$ cat src/stlms_consts.svh
// register offsets, field positions, reset values and codes of the torque limit block
`ifndef STLMS_CONSTS_SVH
`define STLMS_CONSTS_SVH

`define STLMS_OFF_MODE_PAIR 8'h00
`define STLMS_OFF_OPTION 8'h04
`define STLMS_OFF_GAIN 8'h08
`define STLMS_OFF_INT_FWD 8'h0C
`define STLMS_OFF_INT_REV 8'h10
`define STLMS_OFF_EXT_FWD 8'h14
`define STLMS_OFF_EXT_REV 8'h18
`define STLMS_OFF_STATUS_MAP 8'h1C
`define STLMS_OFF_INPUT_MAP 8'h20
`define STLMS_OFF_STATUS 8'h24
`define STLMS_OFF_LIMITS 8'h28

`define STLMS_DIGIT_LSB 4
`define STLMS_FWD_MASK_LSB 0
`define STLMS_REV_MASK_LSB 4
`define STLMS_MSW_MASK_LSB 8
`define STLMS_GAIN_SHIFT 8

`define STLMS_RST_MODE_PAIR 16'h0000
`define STLMS_RST_OPTION 16'h0000
`define STLMS_RST_GAIN 16'h0100
`define STLMS_RST_INT_LIMIT 16'h012C
`define STLMS_RST_EXT_LIMIT 16'h0064
`define STLMS_RST_STATUS_MAP 16'h0000
`define STLMS_RST_INPUT_MAP 16'h0421

`define STLMS_OPT_ANA_LIMIT 4'h1
`define STLMS_OPT_FEED_FWD 4'h2
`define STLMS_OPT_ANA_ON_EXT 4'h3

`define STLMS_PAIR_ISPD_SPD 4'h4
`define STLMS_PAIR_ISPD_POS 4'h5
`define STLMS_PAIR_ISPD_TRQ 4'h6
`define STLMS_PAIR_POS_SPD 4'h7
`define STLMS_PAIR_POS_TRQ 4'h8
`define STLMS_PAIR_TRQ_SPD 4'h9
`define STLMS_PAIR_SPD_ZCL 4'hA
`define STLMS_PAIR_POS_INH 4'hB
`define STLMS_SINGLE_POS 4'h1
`define STLMS_SINGLE_TRQ 4'h2
`define STLMS_SINGLE_ISPD 4'h3

`define STLMS_RESP_OKAY 2'h0
`define STLMS_RESP_SLVERR 2'h2

`endif

$ cat src/stlms_pkg.sv
// types of the torque limit and control mode block
package stlms_pkg;

    typedef enum logic [2:0] {
        MODE_SPD = 3'b000,
        MODE_POS = 3'b001,
        MODE_TRQ = 3'b010,
        MODE_ISPD = 3'b011,
        MODE_ZCLAMP = 3'b100,
        MODE_PINH = 3'b101
    } stlms_mode_type;

    typedef struct packed {
        logic [15:0] limit;
    } stlms_sel_state_type;

    typedef struct packed {
        logic [7:0] aw_addr;
        logic aw_have;
        logic [31:0] w_data;
        logic [3:0] w_strb;
        logic w_have;
        logic awready;
        logic wready;
        logic bvalid;
        logic [1:0] bresp;
        logic arready;
        logic rvalid;
        logic [1:0] rresp;
        logic [31:0] rdata;
        logic [15:0] mode_pair;
        logic [15:0] option;
        logic [15:0] gain;
        logic [15:0] int_fwd;
        logic [15:0] int_rev;
        logic [15:0] ext_fwd;
        logic [15:0] ext_rev;
        logic [15:0] status_map;
        logic [15:0] in_map;
        logic [3:0] term_s1;
        logic [3:0] term_s2;
        logic fwd_on;
        logic rev_on;
        logic msw_on;
        stlms_mode_type mode;
        logic [15:0] ana_lim;
        logic [15:0] ana_cmd;
        logic [15:0] torque_out;
        logic [15:0] ff_out;
        logic lim_n;
        logic [2:0] term_out_n;
    } stlms_top_state_type;

endpackage

$ cat src/stlms_lim_if.sv
// limit sources and selected limit of one rotation direction
`timescale 1ns/1ns
interface stlms_lim_if;
    logic [15:0] internal;
    logic [15:0] external;
    logic [15:0] analog;
    logic ext_on;
    logic analog_on;
    logic [15:0] limit;
    modport sel (input internal, input external, input analog, input ext_on, input analog_on, output limit);
    modport top (output internal, output external, output analog, output ext_on, output analog_on, input limit);
endinterface

$ cat src/stlms_top.sv
// torque limit selection, clamp, limiting status and control mode pair select
//
// How it works
// with an external limit on and analog limiting set, take lesser of analog and external.
// no analog limiting in torque mode, the analog input is the command there.
// option digit 3 uses the analog input as a limit only while an external limit is on.
// option digit 2 makes the analog input feed-forward, never a limit at the same time.
// analog input is scaled by the gain register before any use.
// forward input low gives lesser of internal and external forward limit, else internal.
// reverse input low gives lesser of internal and external reverse limit, else internal.
// functions mapped to one terminal are asserted together whenever that terminal is active.
// limiting output is low while torque is clamped, high otherwise.
// limiting output reaches a terminal only when the output map assigns one.
// mode digits 4 to 9 select the documented control mode pairs.
// mode digit A pairs speed with zero clamp, B position with pulse inhibit.
// limit values count in percent of rated torque, 100 meaning full rated torque.
// analog limit uses the input magnitude and applies to both directions.
// the mode switch input level picks one mode of the selected pair.
// the command is clamped every cycle and limiting is flagged on each clamp.
`timescale 1ns/1ns
`include "stlms_consts.svh"
module stlms_top (
    input wire logic mclk,
    input wire logic arst_n,
    input wire logic [7:0] s_axi_awaddr,
    input wire logic s_axi_awvalid,
    output logic s_axi_awready,
    input wire logic [31:0] s_axi_wdata,
    input wire logic [3:0] s_axi_wstrb,
    input wire logic s_axi_wvalid,
    output logic s_axi_wready,
    output logic [1:0] s_axi_bresp,
    output logic s_axi_bvalid,
    input wire logic s_axi_bready,
    input wire logic [7:0] s_axi_araddr,
    input wire logic s_axi_arvalid,
    output logic s_axi_arready,
    output logic [31:0] s_axi_rdata,
    output logic [1:0] s_axi_rresp,
    output logic s_axi_rvalid,
    input wire logic s_axi_rready,
    input wire logic [3:0] terminal_in_n,
    input wire logic [15:0] torque_ref_sample,
    input wire logic [15:0] torque_cmd_in,
    output logic [15:0] torque_cmd_out,
    output logic [15:0] torque_ff_out,
    output stlms_pkg::stlms_mode_type active_mode,
    output logic limiting_active_n,
    output logic [2:0] out_terminal_n
);
    import stlms_pkg::*;

    stlms_top_state_type s_reg;
    stlms_top_state_type s_next;
    stlms_lim_if fwd_if ();
    stlms_lim_if rev_if ();

    logic [3:0] opt;
    logic [3:0] pair;
    logic torque_mode;
    logic fwd_limit_input_n;
    logic rev_limit_input_n;
    logic mode_switch_input_n;
    logic ana_fwd_on;
    logic ana_rev_on;
    logic [15:0] mag;
    logic [31:0] prod;
    logic [23:0] scaled;
    logic [14:0] mag_sat;
    logic signed [16:0] cmd17;
    logic signed [16:0] pos17;
    logic signed [16:0] neg17;
    logic over_pos;
    logic over_neg;

    function automatic logic [15:0] merge16(input logic [15:0] old, input logic [31:0] d, input logic [3:0] strb);
        logic [15:0] v;
        v = old;
        if (strb[0]) begin
            v[7:0] = d[7:0];
        end
        if (strb[1]) begin
            v[15:8] = d[15:8];
        end
        return v;
    endfunction

    ////////////////////////////////////////////////////////////////////////////////
    // a terminal may carry several functions; any active mapped terminal asserts each
    assign fwd_limit_input_n = ~|(~s_reg.term_s2 & s_reg.in_map[`STLMS_FWD_MASK_LSB +: 4]);
    assign rev_limit_input_n = ~|(~s_reg.term_s2 & s_reg.in_map[`STLMS_REV_MASK_LSB +: 4]);
    assign mode_switch_input_n = ~|(~s_reg.term_s2 & s_reg.in_map[`STLMS_MSW_MASK_LSB +: 4]);

    assign opt = s_reg.option[`STLMS_DIGIT_LSB +: 4];
    assign pair = s_reg.mode_pair[`STLMS_DIGIT_LSB +: 4];
    assign torque_mode = (s_reg.mode == MODE_TRQ);
    // feed-forward digit never enables limiting, so the two uses stay exclusive
    assign ana_fwd_on = !torque_mode && ((opt == `STLMS_OPT_ANA_LIMIT) ||
        ((opt == `STLMS_OPT_ANA_ON_EXT) && s_reg.fwd_on));
    assign ana_rev_on = !torque_mode && ((opt == `STLMS_OPT_ANA_LIMIT) ||
        ((opt == `STLMS_OPT_ANA_ON_EXT) && s_reg.rev_on));

    // magnitude only, so one analog limit serves both directions
    assign mag = torque_ref_sample[15] ? 16'(-torque_ref_sample) : torque_ref_sample;
    assign prod = 32'(mag) * 32'(s_reg.gain);
    assign scaled = 24'(prod >> `STLMS_GAIN_SHIFT);
    assign mag_sat = (|scaled[23:15]) ? 15'h7FFF : scaled[14:0];

    assign fwd_if.internal = s_reg.int_fwd;
    assign fwd_if.external = s_reg.ext_fwd;
    assign fwd_if.analog = s_reg.ana_lim;
    assign fwd_if.ext_on = s_reg.fwd_on;
    assign fwd_if.analog_on = ana_fwd_on;
    assign rev_if.internal = s_reg.int_rev;
    assign rev_if.external = s_reg.ext_rev;
    assign rev_if.analog = s_reg.ana_lim;
    assign rev_if.ext_on = s_reg.rev_on;
    assign rev_if.analog_on = ana_rev_on;

    stlms_limit_sel u_fwd_sel (
        .mclk(mclk),
        .arst_n(arst_n),
        .lim(fwd_if)
    );

    stlms_limit_sel u_rev_sel (
        .mclk(mclk),
        .arst_n(arst_n),
        .lim(rev_if)
    );

    // in torque mode the scaled analog input is the command itself
    assign cmd17 = torque_mode ? 17'(signed'(s_reg.ana_cmd)) :
        (opt == `STLMS_OPT_FEED_FWD) ? 17'(signed'(torque_cmd_in)) + 17'(signed'(s_reg.ana_cmd)) :
        17'(signed'(torque_cmd_in));
    assign pos17 = signed'({1'b0, fwd_if.limit});
    assign neg17 = 17'(-signed'({1'b0, rev_if.limit}));
    assign over_pos = cmd17 > pos17;
    assign over_neg = cmd17 < neg17;

    ////////////////////////////////////////////////////////////////////////////////
    always_comb begin
        s_next = s_reg;
        s_next.term_s1 = terminal_in_n;
        s_next.term_s2 = s_reg.term_s1;
        s_next.fwd_on = !fwd_limit_input_n;
        s_next.rev_on = !rev_limit_input_n;
        s_next.msw_on = !mode_switch_input_n;
        // switch on selects the first mode of pairs 4 to 6 and the second mode of pairs 7 to B
        unique case (pair)
            `STLMS_PAIR_ISPD_SPD: s_next.mode = s_reg.msw_on ? MODE_ISPD : MODE_SPD;
            `STLMS_PAIR_ISPD_POS: s_next.mode = s_reg.msw_on ? MODE_ISPD : MODE_POS;
            `STLMS_PAIR_ISPD_TRQ: s_next.mode = s_reg.msw_on ? MODE_ISPD : MODE_TRQ;
            `STLMS_PAIR_POS_SPD: s_next.mode = s_reg.msw_on ? MODE_SPD : MODE_POS;
            `STLMS_PAIR_POS_TRQ: s_next.mode = s_reg.msw_on ? MODE_TRQ : MODE_POS;
            `STLMS_PAIR_TRQ_SPD: s_next.mode = s_reg.msw_on ? MODE_SPD : MODE_TRQ;
            `STLMS_PAIR_SPD_ZCL: s_next.mode = s_reg.msw_on ? MODE_ZCLAMP : MODE_SPD;
            `STLMS_PAIR_POS_INH: s_next.mode = s_reg.msw_on ? MODE_PINH : MODE_POS;
            `STLMS_SINGLE_POS: s_next.mode = MODE_POS;
            `STLMS_SINGLE_TRQ: s_next.mode = MODE_TRQ;
            `STLMS_SINGLE_ISPD: s_next.mode = MODE_ISPD;
            default: s_next.mode = MODE_SPD;
        endcase
        s_next.ana_lim = {1'b0, mag_sat};
        s_next.ana_cmd = torque_ref_sample[15] ? 16'(-{1'b0, mag_sat}) : {1'b0, mag_sat};
        s_next.ff_out = (!torque_mode && (opt == `STLMS_OPT_FEED_FWD)) ? s_reg.ana_cmd : 16'h0000;
        // limits above 32767 would wrap; parameter range keeps them far below
        s_next.torque_out = over_pos ? pos17[15:0] : over_neg ? neg17[15:0] : cmd17[15:0];
        s_next.lim_n = !(over_pos || over_neg);
        for (int i = 0; i < 3; i++) begin
            s_next.term_out_n[i] = !((s_reg.status_map[1:0] == 2'(i + 1)) && (over_pos || over_neg));
        end

        // register bus: address and data in either order, response after both
        if (s_axi_awvalid && s_reg.awready) begin
            s_next.aw_addr = s_axi_awaddr;
            s_next.aw_have = 1'b1;
            s_next.awready = 1'b0;
        end
        if (s_axi_wvalid && s_reg.wready) begin
            s_next.w_data = s_axi_wdata;
            s_next.w_strb = s_axi_wstrb;
            s_next.w_have = 1'b1;
            s_next.wready = 1'b0;
        end
        if (s_reg.aw_have && s_reg.w_have && !s_reg.bvalid) begin
            s_next.aw_have = 1'b0;
            s_next.w_have = 1'b0;
            s_next.bvalid = 1'b1;
            s_next.bresp = `STLMS_RESP_OKAY;
            case (s_reg.aw_addr)
                `STLMS_OFF_MODE_PAIR: s_next.mode_pair = merge16(s_reg.mode_pair, s_reg.w_data, s_reg.w_strb);
                `STLMS_OFF_OPTION: s_next.option = merge16(s_reg.option, s_reg.w_data, s_reg.w_strb);
                `STLMS_OFF_GAIN: s_next.gain = merge16(s_reg.gain, s_reg.w_data, s_reg.w_strb);
                `STLMS_OFF_INT_FWD: s_next.int_fwd = merge16(s_reg.int_fwd, s_reg.w_data, s_reg.w_strb);
                `STLMS_OFF_INT_REV: s_next.int_rev = merge16(s_reg.int_rev, s_reg.w_data, s_reg.w_strb);
                `STLMS_OFF_EXT_FWD: s_next.ext_fwd = merge16(s_reg.ext_fwd, s_reg.w_data, s_reg.w_strb);
                `STLMS_OFF_EXT_REV: s_next.ext_rev = merge16(s_reg.ext_rev, s_reg.w_data, s_reg.w_strb);
                `STLMS_OFF_STATUS_MAP: s_next.status_map = merge16(s_reg.status_map, s_reg.w_data, s_reg.w_strb);
                `STLMS_OFF_INPUT_MAP: s_next.in_map = merge16(s_reg.in_map, s_reg.w_data, s_reg.w_strb);
                `STLMS_OFF_STATUS, `STLMS_OFF_LIMITS: s_next.bresp = `STLMS_RESP_OKAY;
                default: s_next.bresp = `STLMS_RESP_SLVERR;
            endcase
        end
        if (s_reg.bvalid && s_axi_bready) begin
            s_next.bvalid = 1'b0;
            s_next.awready = 1'b1;
            s_next.wready = 1'b1;
        end
        if (s_axi_arvalid && s_reg.arready) begin
            s_next.arready = 1'b0;
            s_next.rvalid = 1'b1;
            s_next.rresp = `STLMS_RESP_OKAY;
            case (s_axi_araddr)
                `STLMS_OFF_MODE_PAIR: s_next.rdata = {16'h0000, s_reg.mode_pair};
                `STLMS_OFF_OPTION: s_next.rdata = {16'h0000, s_reg.option};
                `STLMS_OFF_GAIN: s_next.rdata = {16'h0000, s_reg.gain};
                `STLMS_OFF_INT_FWD: s_next.rdata = {16'h0000, s_reg.int_fwd};
                `STLMS_OFF_INT_REV: s_next.rdata = {16'h0000, s_reg.int_rev};
                `STLMS_OFF_EXT_FWD: s_next.rdata = {16'h0000, s_reg.ext_fwd};
                `STLMS_OFF_EXT_REV: s_next.rdata = {16'h0000, s_reg.ext_rev};
                `STLMS_OFF_STATUS_MAP: s_next.rdata = {16'h0000, s_reg.status_map};
                `STLMS_OFF_INPUT_MAP: s_next.rdata = {16'h0000, s_reg.in_map};
                `STLMS_OFF_STATUS: s_next.rdata = {24'h000000, 1'b0, s_reg.mode, s_reg.lim_n,
                    s_reg.msw_on, s_reg.rev_on, s_reg.fwd_on};
                `STLMS_OFF_LIMITS: s_next.rdata = {rev_if.limit, fwd_if.limit};
                default: begin
                    s_next.rdata = 32'h00000000;
                    s_next.rresp = `STLMS_RESP_SLVERR;
                end
            endcase
        end
        if (s_reg.rvalid && s_axi_rready) begin
            s_next.rvalid = 1'b0;
            s_next.arready = 1'b1;
        end
    end

    always_ff @(posedge mclk or negedge arst_n) begin
        if (!arst_n) begin
            s_reg <= '0;
            s_reg.awready <= 1'b1;
            s_reg.wready <= 1'b1;
            s_reg.arready <= 1'b1;
            s_reg.mode_pair <= `STLMS_RST_MODE_PAIR;
            s_reg.option <= `STLMS_RST_OPTION;
            s_reg.gain <= `STLMS_RST_GAIN;
            s_reg.int_fwd <= `STLMS_RST_INT_LIMIT;
            s_reg.int_rev <= `STLMS_RST_INT_LIMIT;
            s_reg.ext_fwd <= `STLMS_RST_EXT_LIMIT;
            s_reg.ext_rev <= `STLMS_RST_EXT_LIMIT;
            s_reg.status_map <= `STLMS_RST_STATUS_MAP;
            s_reg.in_map <= `STLMS_RST_INPUT_MAP;
            s_reg.term_s1 <= 4'hF;
            s_reg.term_s2 <= 4'hF;
            s_reg.lim_n <= 1'b1;
            s_reg.term_out_n <= 3'h7;
        end else begin
            s_reg <= s_next;
        end
    end

    assign s_axi_awready = s_reg.awready;
    assign s_axi_wready = s_reg.wready;
    assign s_axi_bvalid = s_reg.bvalid;
    assign s_axi_bresp = s_reg.bresp;
    assign s_axi_arready = s_reg.arready;
    assign s_axi_rvalid = s_reg.rvalid;
    assign s_axi_rresp = s_reg.rresp;
    assign s_axi_rdata = s_reg.rdata;
    assign torque_cmd_out = s_reg.torque_out;
    assign torque_ff_out = s_reg.ff_out;
    assign active_mode = s_reg.mode;
    assign limiting_active_n = s_reg.lim_n;
    assign out_terminal_n = s_reg.term_out_n;
endmodule

$ cat src/stlms_limit_sel.sv
// torque limit selector for one rotation direction
`timescale 1ns/1ns
`include "stlms_consts.svh"
module stlms_limit_sel (
    input wire logic mclk,
    input wire logic arst_n,
    stlms_lim_if.sel lim
);
    import stlms_pkg::*;

    stlms_sel_state_type s_reg;
    stlms_sel_state_type s_next;
    logic [15:0] cap;

    always_comb begin
        s_next = s_reg;
        cap = lim.internal;
        // both sources in percent of rated torque, so a plain compare works
        if (lim.ext_on && (lim.external < cap)) begin
            cap = lim.external;
        end
        if (lim.analog_on && (lim.analog < cap)) begin
            cap = lim.analog;
        end
        s_next.limit = cap;
    end

    always_ff @(posedge mclk or negedge arst_n) begin
        if (!arst_n) begin
            s_reg.limit <= `STLMS_RST_INT_LIMIT;
        end else begin
            s_reg <= s_next;
        end
    end

    assign lim.limit = s_reg.limit;
endmodule

$ cat config.mk
export PLATFORM = sky130hd
export DESIGN_NAME = stlms_top
export DESIGN_NICKNAME = d
export VERILOG_FILES = /design/src/stlms_pkg.sv /design/src/stlms_lim_if.sv /design/src/stlms_top.sv /design/src/stlms_limit_sel.sv
export VERILOG_INCLUDE_DIRS = /design/src
export SDC_FILE = /design/constraint.sdc
export NUM_CORES = 1
export LEC_CHECK = 0
export BUFFER_PORTS_ARGS = -buffer_cell sky130_fd_sc_hd__buf_2
export CORE_ASPECT_RATIO = 0.75
export CORE_UTILIZATION = 65
export CTS_CLUSTER_DIAMETER = 100
export DETAILED_ROUTE_END_ITERATION = 6
export PLACE_DENSITY = 0.92
export SETUP_SLACK_MARGIN = 0.02
export SKIP_CTS_REPAIR_TIMING = 1
export SLEW_MARGIN = 20
export SYNTH_ARGS = -nofsm -noshare
export SYNTH_HDL_FRONTEND = slang
export SYNTH_SLANG_ARGS = --single-unit
$ cat constraint.sdc
create_clock -name mclk -period 15.7 [get_ports mclk]
set_input_delay 1.57 -clock mclk [delete_from_list [all_inputs] [get_ports mclk]]
set_output_delay 1.57 -clock mclk [all_outputs]
set_load 0.03 [all_outputs]
* Word level (Yosys, flattened, before mapping) *
Index checks and enable logic that the tools add are counted.

word-level totals
  register bits = 326
  latch bits = 0
  bits in writable memories = 0
  bits in read-only memories = 0
  logic and storage cells = 192
  memories kept = 0

operators by class
  $add $sub $neg = 4
  multiply operators = 1
  divide/modulo/power cells = 0
  magnitude comparators = 6
  equality and inequality tests = 38
  shift operators = 0
  multiplexer cells = 34
  bitwise gates (word level) = 4
  reduce and logical (&&, ||, !) cells = 60

operator list
  cell                                                                    count
  32-bit one-hot mux with 11 select lines                                 1
  16-bit 2-to-1 mux                                                       9
  8-bit by 5-bit equality test with 1-bit output (second input constant)  8
  3-bit AND reduction                                                     18
  8-bit by 6-bit equality test with 1-bit output (second input constant)  6
  36-bit 2-to-1 mux                                                       1
  17-bit 2-to-1 mux                                                       2
  3-bit one-hot mux with 11 select lines                                  1
  8-bit by 4-bit equality test with 1-bit output (second input constant)  4
  15-bit by 16-bit less-than comparator with 1-bit output                 2
  16-bit less-than comparator                                             2
  16-bit by 16-bit multiplier with 32-bit output                          1
  11-bit OR reduction                                                     2
  1-bit logical AND                                                       19
  16-bit by 16-bit adder with 17-bit output                               1
  17-bit greater-than comparator                                          1
  17-bit less-than comparator                                             1
  16-bit negation with 17-bit output                                      1
  4-bit by 2-bit equality test with 1-bit output (second input constant)  4
  4-bit by 3-bit equality test with 1-bit output (second input constant)  4
  4-bit equality test (second input constant)                             4
  8-bit by 3-bit equality test with 1-bit output (second input constant)  2
  8-bit logical NOT                                                       2
  15-bit negation with 16-bit output                                      1
  other kinds (16)                                                        50

* Logic depth before layout (Yosys ltp) *
Gate-level depths: netlist of the first run.

  depth after elaboration = 7
  mapped depth = 43
  mapped depth without buffers = 40

* Hierarchy *
A second synthesis of the first run with hierarchy kept.

unflattened totals
  cell total of the unflattened synthesis = 2710
  area total of the unflattened synthesis = 27077.2 um^2

by module, submodules not included
  module           instances  cells each  area an instance (um^2)
  stlms_top        1          2368        23866.6
  stlms_limit_sel  2          171         1605.3

* Worst setup path before layout of the first run *
OpenSTA, ideal clock, no wires.

  kind = in2reg
  from = in torque_ref_sample[6]
  to = reg s_reg[50] (netlist name)
  arrival time = 11.288 ns
  path slack = 4.347 ns
  stages on the path = 39
  path buffers = 2
  cell sequence = or4_1 > nor4_1 > nand2b_1 > or2_2 > o21ai_0 > xnor2_1 > clkbuf_1 > nand2_1 > fa_1 > fa_1 > inv_1 > fa_1 > fa_1 > fa_1 > inv_1 > fa_1 > inv_1 > ha_1 > [3 not listed] > or2_2 > or3_1 > o21ai_0 > o22ai_1 > nor4b_4 > nand3_1 > nor2_1 > o21a_1 > ha_1 > or4b_2 > a211oi_1 > a211o_1 > o211ai_1 > nor4b_1 > nand4_1 > xnor2_1 > o31ai_1 > o21a_1

RTL lines
  item                    RTL line          source
  start: declaration      stlms_top.sv:43   input wire logic [15:0] torque_ref_sample,
  end signal: assignment  stlms_top.sv:259  s_reg <= s_next;
  end: declaration        stlms_top.sv:53   stlms_top_state_type s_reg;

==> results of run 1 <==
stage by stage:
stage	setup WS [ps]	power (mW)	cell area (um2)
after floorplan	4350	1.99	26800
final	3420	3.05	28500
after global placement	3310	2.23	27600
after CTS	3600	3.02	28500
after detailed placement	3040	2.29	27600
after global routing	2740	3.19	28500
worst paths after layout:
path | depth (start not counted) | to | from | slack [ps]
worst min register to register | 0 | s_reg[76]$_DFF_PN1_ | s_next[76]$_DFF_PN1_ | 360
max in group asynchronous | 2 | s_reg[278]$_DFFE_PN0P_ | arst_n | 13030
worst min-delay path | 0 | s_reg[76]$_DFF_PN1_ | s_next[76]$_DFF_PN1_ | 360
min in group asynchronous | 1 | torque_ff_out[6]$_DFF_PN0_ | arst_n | 1060
worst max register to register | 31 | s_reg[50]$_DFF_PN0_ | s_reg[180]$_DFFE_PN0P_ | 5220
worst max-delay path | 39 | s_reg[50]$_DFF_PN0_ | torque_ref_sample[6] | 3420
report_power, final:
group          internal [mW]  total, mW  switching [mW]  leakage [nW]
Clock                  0.402      0.725           0.322         0.461
Sequential             0.963       1.17           0.203          4.23
Combinational          0.480       1.16           0.681          9.76
cell type report:
cell class,count,area [um2]
Clock inverter,5,56.3
Inverter,355,1330
Clock buffer,49,892
Antenna cell,2,5.00
Sequential cell,323,8130
Fill cell,2838,12200
Multi-Input combinational cell,1873,16500
Timing Repair Buffer,180,988
Tap cell,528,661
cells by family (layout without fill, tap and decap cells):
family	after synthesis	in the layout	synth area share [%]
fa+ha+maj	404	404	24.3
buf+inv	540	589	8.67
simple gates	738	738	13.8
mux	261	261	10.6
compound gates	408	408	10.4
flops	323	323	30.3
xor+xnor	60	60	1.96
other cells	1	4	0.0140
synth_stat cells, types with 7 or more instances:
cell	count	share of area [%]
ha_1	210	9.8
a221oi_1	26	0.85
a211oi_1	10	0.28
nor2_1	94	1.3
o21ai_0	75	1.4
nor3_1	23	0.43
a22o_1	16	0.52
xnor2_1	39	1.3
xor2_1	21	0.69
clkbuf_1	90	1.3
nor4_1	7	0.16
nand2_1	281	3.9
or2_2	10	0.23
a31oi_1	21	0.49
nor2b_1	28	0.65
a21oi_1	77	1.4
mux2i_1	95	3.5
nand3_1	49	0.91
and2_1	137	3.2
fa_1	194	14
and3_1	12	0.28
or3_1	11	0.26
o31ai_1	9	0.25
nand2b_1	20	0.47
inv_1	355	5.0
a222oi_1	7	0.26
and4_1	13	0.42
o211ai_1	16	0.45
o21a_1	8	0.22
o22ai_1	10	0.23
a21o_1	42	1.2
a22oi_1	40	1.1
nand4_1	22	0.51
dfstp_2	41	4.0
dfrtp_1	282	26
buf_1	9	0.13
buf_4	75	2.1
mux2_2	164	6.9
per-layer routing:
layer / vias to the layer above / global-route usage (%) / share of wire, %
li1: 9214 / - / -
met1: 10500 / 48.8 / 39
met2: 1491 / 54.2 / 43
met3: 251 / 12.1 / 14
met4: 2 / 13.5 / 3.8
met5: - / 0 / 0.013
==> impl_metrics.ini, run 1 <==
[outcome]
status = finished, violations left
failed_checks = design-rule violations

[worst_setup_path]
cp.required_ps = 16200
cp_slowest_cell = nor4b_1
cpMostUsedCell = fa_1
cp.arrival_ps = 12770
crit_family = simple AND/OR/NAND/NOR gates
critPathBufInv = 5
critical_path.endpoint_type = register
worst_setup_path_start_kind = input port
critical_path.max_stage_delay_ps = 600
critical_path_class = in -> reg
crit_path_max_fanout = 16

[power_and_ir_drop]
ir_drop_uv = 99.1
pwr_density_cell_mw_per_mm2 = 107
p_leak_nw = 14.4

[clocking]
cts.htree.levels = 1
cts_sinks = 323
cts_buffers = 29
insertion_delay_ps = 580
clock_path_buffers = 3
cts_root_buffer = clkbuf_16
clk_pin_slew_worst_paths_ps = 70
cts_tree = built

[route]
ant_nets = 0
drtIter0Drc = 2428
drc = 8
routed_wl_mm = 76.1
wl_per_cell_um = 23.0
drt_first_pass_iters = 7
vias = 21400
vias_per_cell = 6.46

[yosys]
yosysWarnings = 0
ys_ff_latch = 323
synth_cells = 2735
synthDistinctLibCells = 79
synth_edf_count = 0
seq_area_frac_synth_pct = 30.3
syn_area_mm2 = 0.0268
syn_area_per_cell_um2 = 9.82
synth_flop_cell = dfrtp_1
async_flop_share_pct = 100

[sta]
rsz0062_at_grt = no
finalCritPeriodShare_pct = 78.2
setup_tns_ps = 0
fmax_mhz = 81.4
setup_viol = 0
worst_slew_pin_slew_ps = 1180
drv_slew = 0
finClkSkew_ps = 26.0
post-route-min-period_ps = 12280
hold_ws_ps = 357
finalHoldViolations = 0
slew_headroom_pct = 20.7

[final_layout]
largest_reg_flops = 121
area_growth_pct = 6.24
final_common_cell = inv_1
fin_cells = 3315
fin_util_pct = 70.0
layout_common_cells = 355 x inv_1, 282 x dfrtp_1, 281 x nand2_1
finish.net_count = 3261
drive_above_1_share_pct = 16.5

[die]
ios = 175
dieHeight_um = 178
placementRows = 64
chipWidth_um = 237
fp.coreArea_mm2 = 0.0408
die-area_mm2 = 0.0421
start_util_pct = 65.9

[placed_design]
dp_hpwl_mm = 56.4
io_buffer_count = 154
dp_cells = 3258
gp_congestion = 1.00

[global_route]
grt_pass1_wl_mm = 117
grt_antenna_before_repair = 2
grt_max_degree = 193
grt_pass1_vias = 21400
grtUsageTotal_pct = 36.1
overflow = 0

[run]
maxCapViolCount = 0

[worst_hold_path]
hp-class = reg -> reg
Power figures use the tool's default switching activity.
==> inputs of run 2 (changes only) <==
--- a/config.mk
+++ b/config.mk
@@ -8,10 +8,10 @@
 export LEC_CHECK = 0
 export BUFFER_PORTS_ARGS = -buffer_cell sky130_fd_sc_hd__buf_2
 export CORE_ASPECT_RATIO = 0.75
-export CORE_UTILIZATION = 65
+export CORE_UTILIZATION = 63
 export CTS_CLUSTER_DIAMETER = 100
 export DETAILED_ROUTE_END_ITERATION = 6
-export PLACE_DENSITY = 0.92
+export PLACE_DENSITY = 0.89
 export SETUP_SLACK_MARGIN = 0.02
 export SKIP_CTS_REPAIR_TIMING = 1
 export SLEW_MARGIN = 20
==> constraint.sdc (replaced) <==
create_clock -name mclk -period 12.6 [get_ports mclk]
set_input_delay 1.26 -clock mclk [delete_from_list [all_inputs] [get_ports mclk]]
set_output_delay 1.26 -clock mclk [all_outputs]
set_load 0.03 [all_outputs]
==> run 2 against run 1 <==
  * The run now ends clean
  * Core utilization is 1.9 points lower
  * Register-to-register slack worse by 2700 ps
  * Final area is 0.33% higher
  * Sequential power is 24% higher
  * Wire length is 1.1% lower
  * Combinational power is 25% higher
  * Hold slack worse by 1.4 ps
  * Sequential cell count stayed put
  * Largest power group unchanged
==> impl_metrics.ini, run 2 (same netlist as run 1, synthesis figures left out) <==
[die]
fp.coreArea_mm2 = 0.0420
start_util_pct = 63.8
die-area_mm2 = 0.0434
dieHeight_um = 181
ios = 175
chipWidth_um = 240
placementRows = 65

[clocking]
insertion_delay_ps = 580
clock_path_buffers = 3
cts.htree.levels = 1
clk_pin_slew_worst_paths_ps = 60
cts_root_buffer = clkbuf_16
cts_buffers = 30
cts_tree = built
cts_sinks = 323

[final_layout]
finish.net_count = 3268
layout_common_cells = 355 x inv_1, 282 x dfrtp_1, 281 x nand2_1
final_area_mm2 = 0.0286
largest_reg_flops = 121
area_growth_pct = 6.59
nFillCells = 3115
drive_above_1_share_pct = 16.9
fin_util_pct = 68.1
final_common_cell = inv_1

[power_and_ir_drop]
swShare_pct = 39.6
p_leak_nw = 14.5
p_int_mw = 2.29
power.total_mw = 3.80
switchingPower_mw = 1.51
clock_power_share_pct = 23.8
combPwrFrac_pct = 38.1
seqPwrFrac_pct = 38.1
ir_drop_uv = 132
pwr_density_cell_mw_per_mm2 = 133

[sta]
slew_headroom_pct = 21.2
fmax_mhz = 84.3
finClkSkew_ps = 15.5
finalHoldViolations = 0
setup_tns_ps = 0
finalCritPeriodShare_pct = 94.2
worst_slew_pin_slew_ps = 1180
post-route-min-period_ps = 11870
hold_ws_ps = 356
setup_viol = 0
rsz0062_at_grt = no
drv_slew = 0

[worst_setup_path]
critical_path.endpoint_type = register
crit_path_max_fanout = 9
worst_setup_path_start_kind = input port
cpMostUsedCell = fa_1
critical_path.max_stage_delay_ps = 590
critPathBufInv = 5
crit_family = simple AND/OR/NAND/NOR gates
cp_slowest_cell = or4_1
cp.required_ps = 13100
cp.arrival_ps = 12370
critical_path_class = in -> reg

[route]
ant_nets = 0
routed_wl_mm = 75.3
vias = 21300
drt_first_pass_iters = 6
vias_per_cell = 6.33
wl_per_cell_um = 22.4
drc = 0
drtIter0Drc = 2573

[global_route]
grtUsageTotal_pct = 35.2
grt_antenna_before_repair = 3
grt_pass1_wl_mm = 118
grt_max_degree = 179
grt_pass1_vias = 21700
overflow = 0

[placed_design]
placed_area_mm2 = 0.0276
io_buffer_count = 154
gp_congestion = 0.965
dp_hpwl_mm = 56.4

[worst_hold_path]
hp-class = reg -> reg

[outcome]
status = complete, no violations

[run]
maxCapViolCount = 0
==> run 2: cell count changes in the layout (fill, tap and decap cells not counted), moves of 2 or more <==
cell / previous run / this run
clkbuf_1: 12 / 5
xnor2_1: 34 / 37
clkinv_4: 0 / 2
buf_4: 25 / 31
xnor2_2: 5 / 2
clkinv_2: 2 / 9
==> run 2: layer usage <==
layer,GRT usage (%),vias to the layer above,share of wire [%]
li1,-,9227,-
met1,49.7,10500,41
met2,51.9,1372,43
met3,10.5,232,13
met4,11.2,0,3.4
met5,0,-,0
==> run 2: path summary, 6_finish.rpt <==
| check | startpoint | to | slack (ps) | cells after the start |
|---|---|---|---|---|
| max | torque_ref_sample[6] | s_reg[50]$_DFF_PN0_ | 730 | 39 |
| min | s_next[75]$_DFF_PN1_ | s_reg[75]$_DFF_PN1_ | 360 | 0 |
| max reg2reg | s_reg[179]$_DFFE_PN0P_ | s_reg[50]$_DFF_PN0_ | 2500 | 31 |
| min reg2reg | s_next[75]$_DFF_PN1_ | s_reg[75]$_DFF_PN1_ | 360 | 0 |
| max in group asynchronous | arst_n | s_reg[110]$_DFFE_PN0P_ | 9650 | 3 |
| min in group asynchronous | arst_n | torque_ff_out[6]$_DFF_PN0_ | 630 | 1 |
==> run 2: final cells by class <==
type                            count  area [um2]  share of cell area (%)
Antenna cell                        3        7.51                  0.0262
Clock buffer                       43         891                    3.11
Clock inverter                     13        78.8                   0.275
Inverter                          355        1330                    4.66
Multi-Input combinational cell   1873       16400                    57.4
Sequential cell                   323        8130                    28.4
Tap cell                          569         712                    2.49
Timing Repair Buffer              186        1030                    3.61
==> run 2: worst reg2reg max path, delay by kind of cell, from the launching register on <==
family / cells / cell delay, ps
buffers and inverters: 3 / 180
AND/OR/NAND/NOR: 9 / 2790
AO/OA/AOI/OAI: 10 / 2160
XOR/XNOR: 1 / 160
flip-flops: 1 / 1020
adder cells (fa/ha/maj): 8 / 3700
==> run 2: stage by stage <==
stage	worst slack (ps)	cells
finish	731	3365
global route	211	3363
CTS	944	3362
detailed placement	370	3306
global placement	510	3306
floorplan	1560	2736
==> run 2: power by group through the flow <==
stage	Clock [mW]	Combinational (mW)	Sequential (mW)
finish	0.903	1.45	1.45
floorplan	0	1.19	1.30
global route	0.952	1.59	1.46
CTS	0.907	1.43	1.43
detailed placement	0	1.41	1.45
global placement	0	1.37	1.43
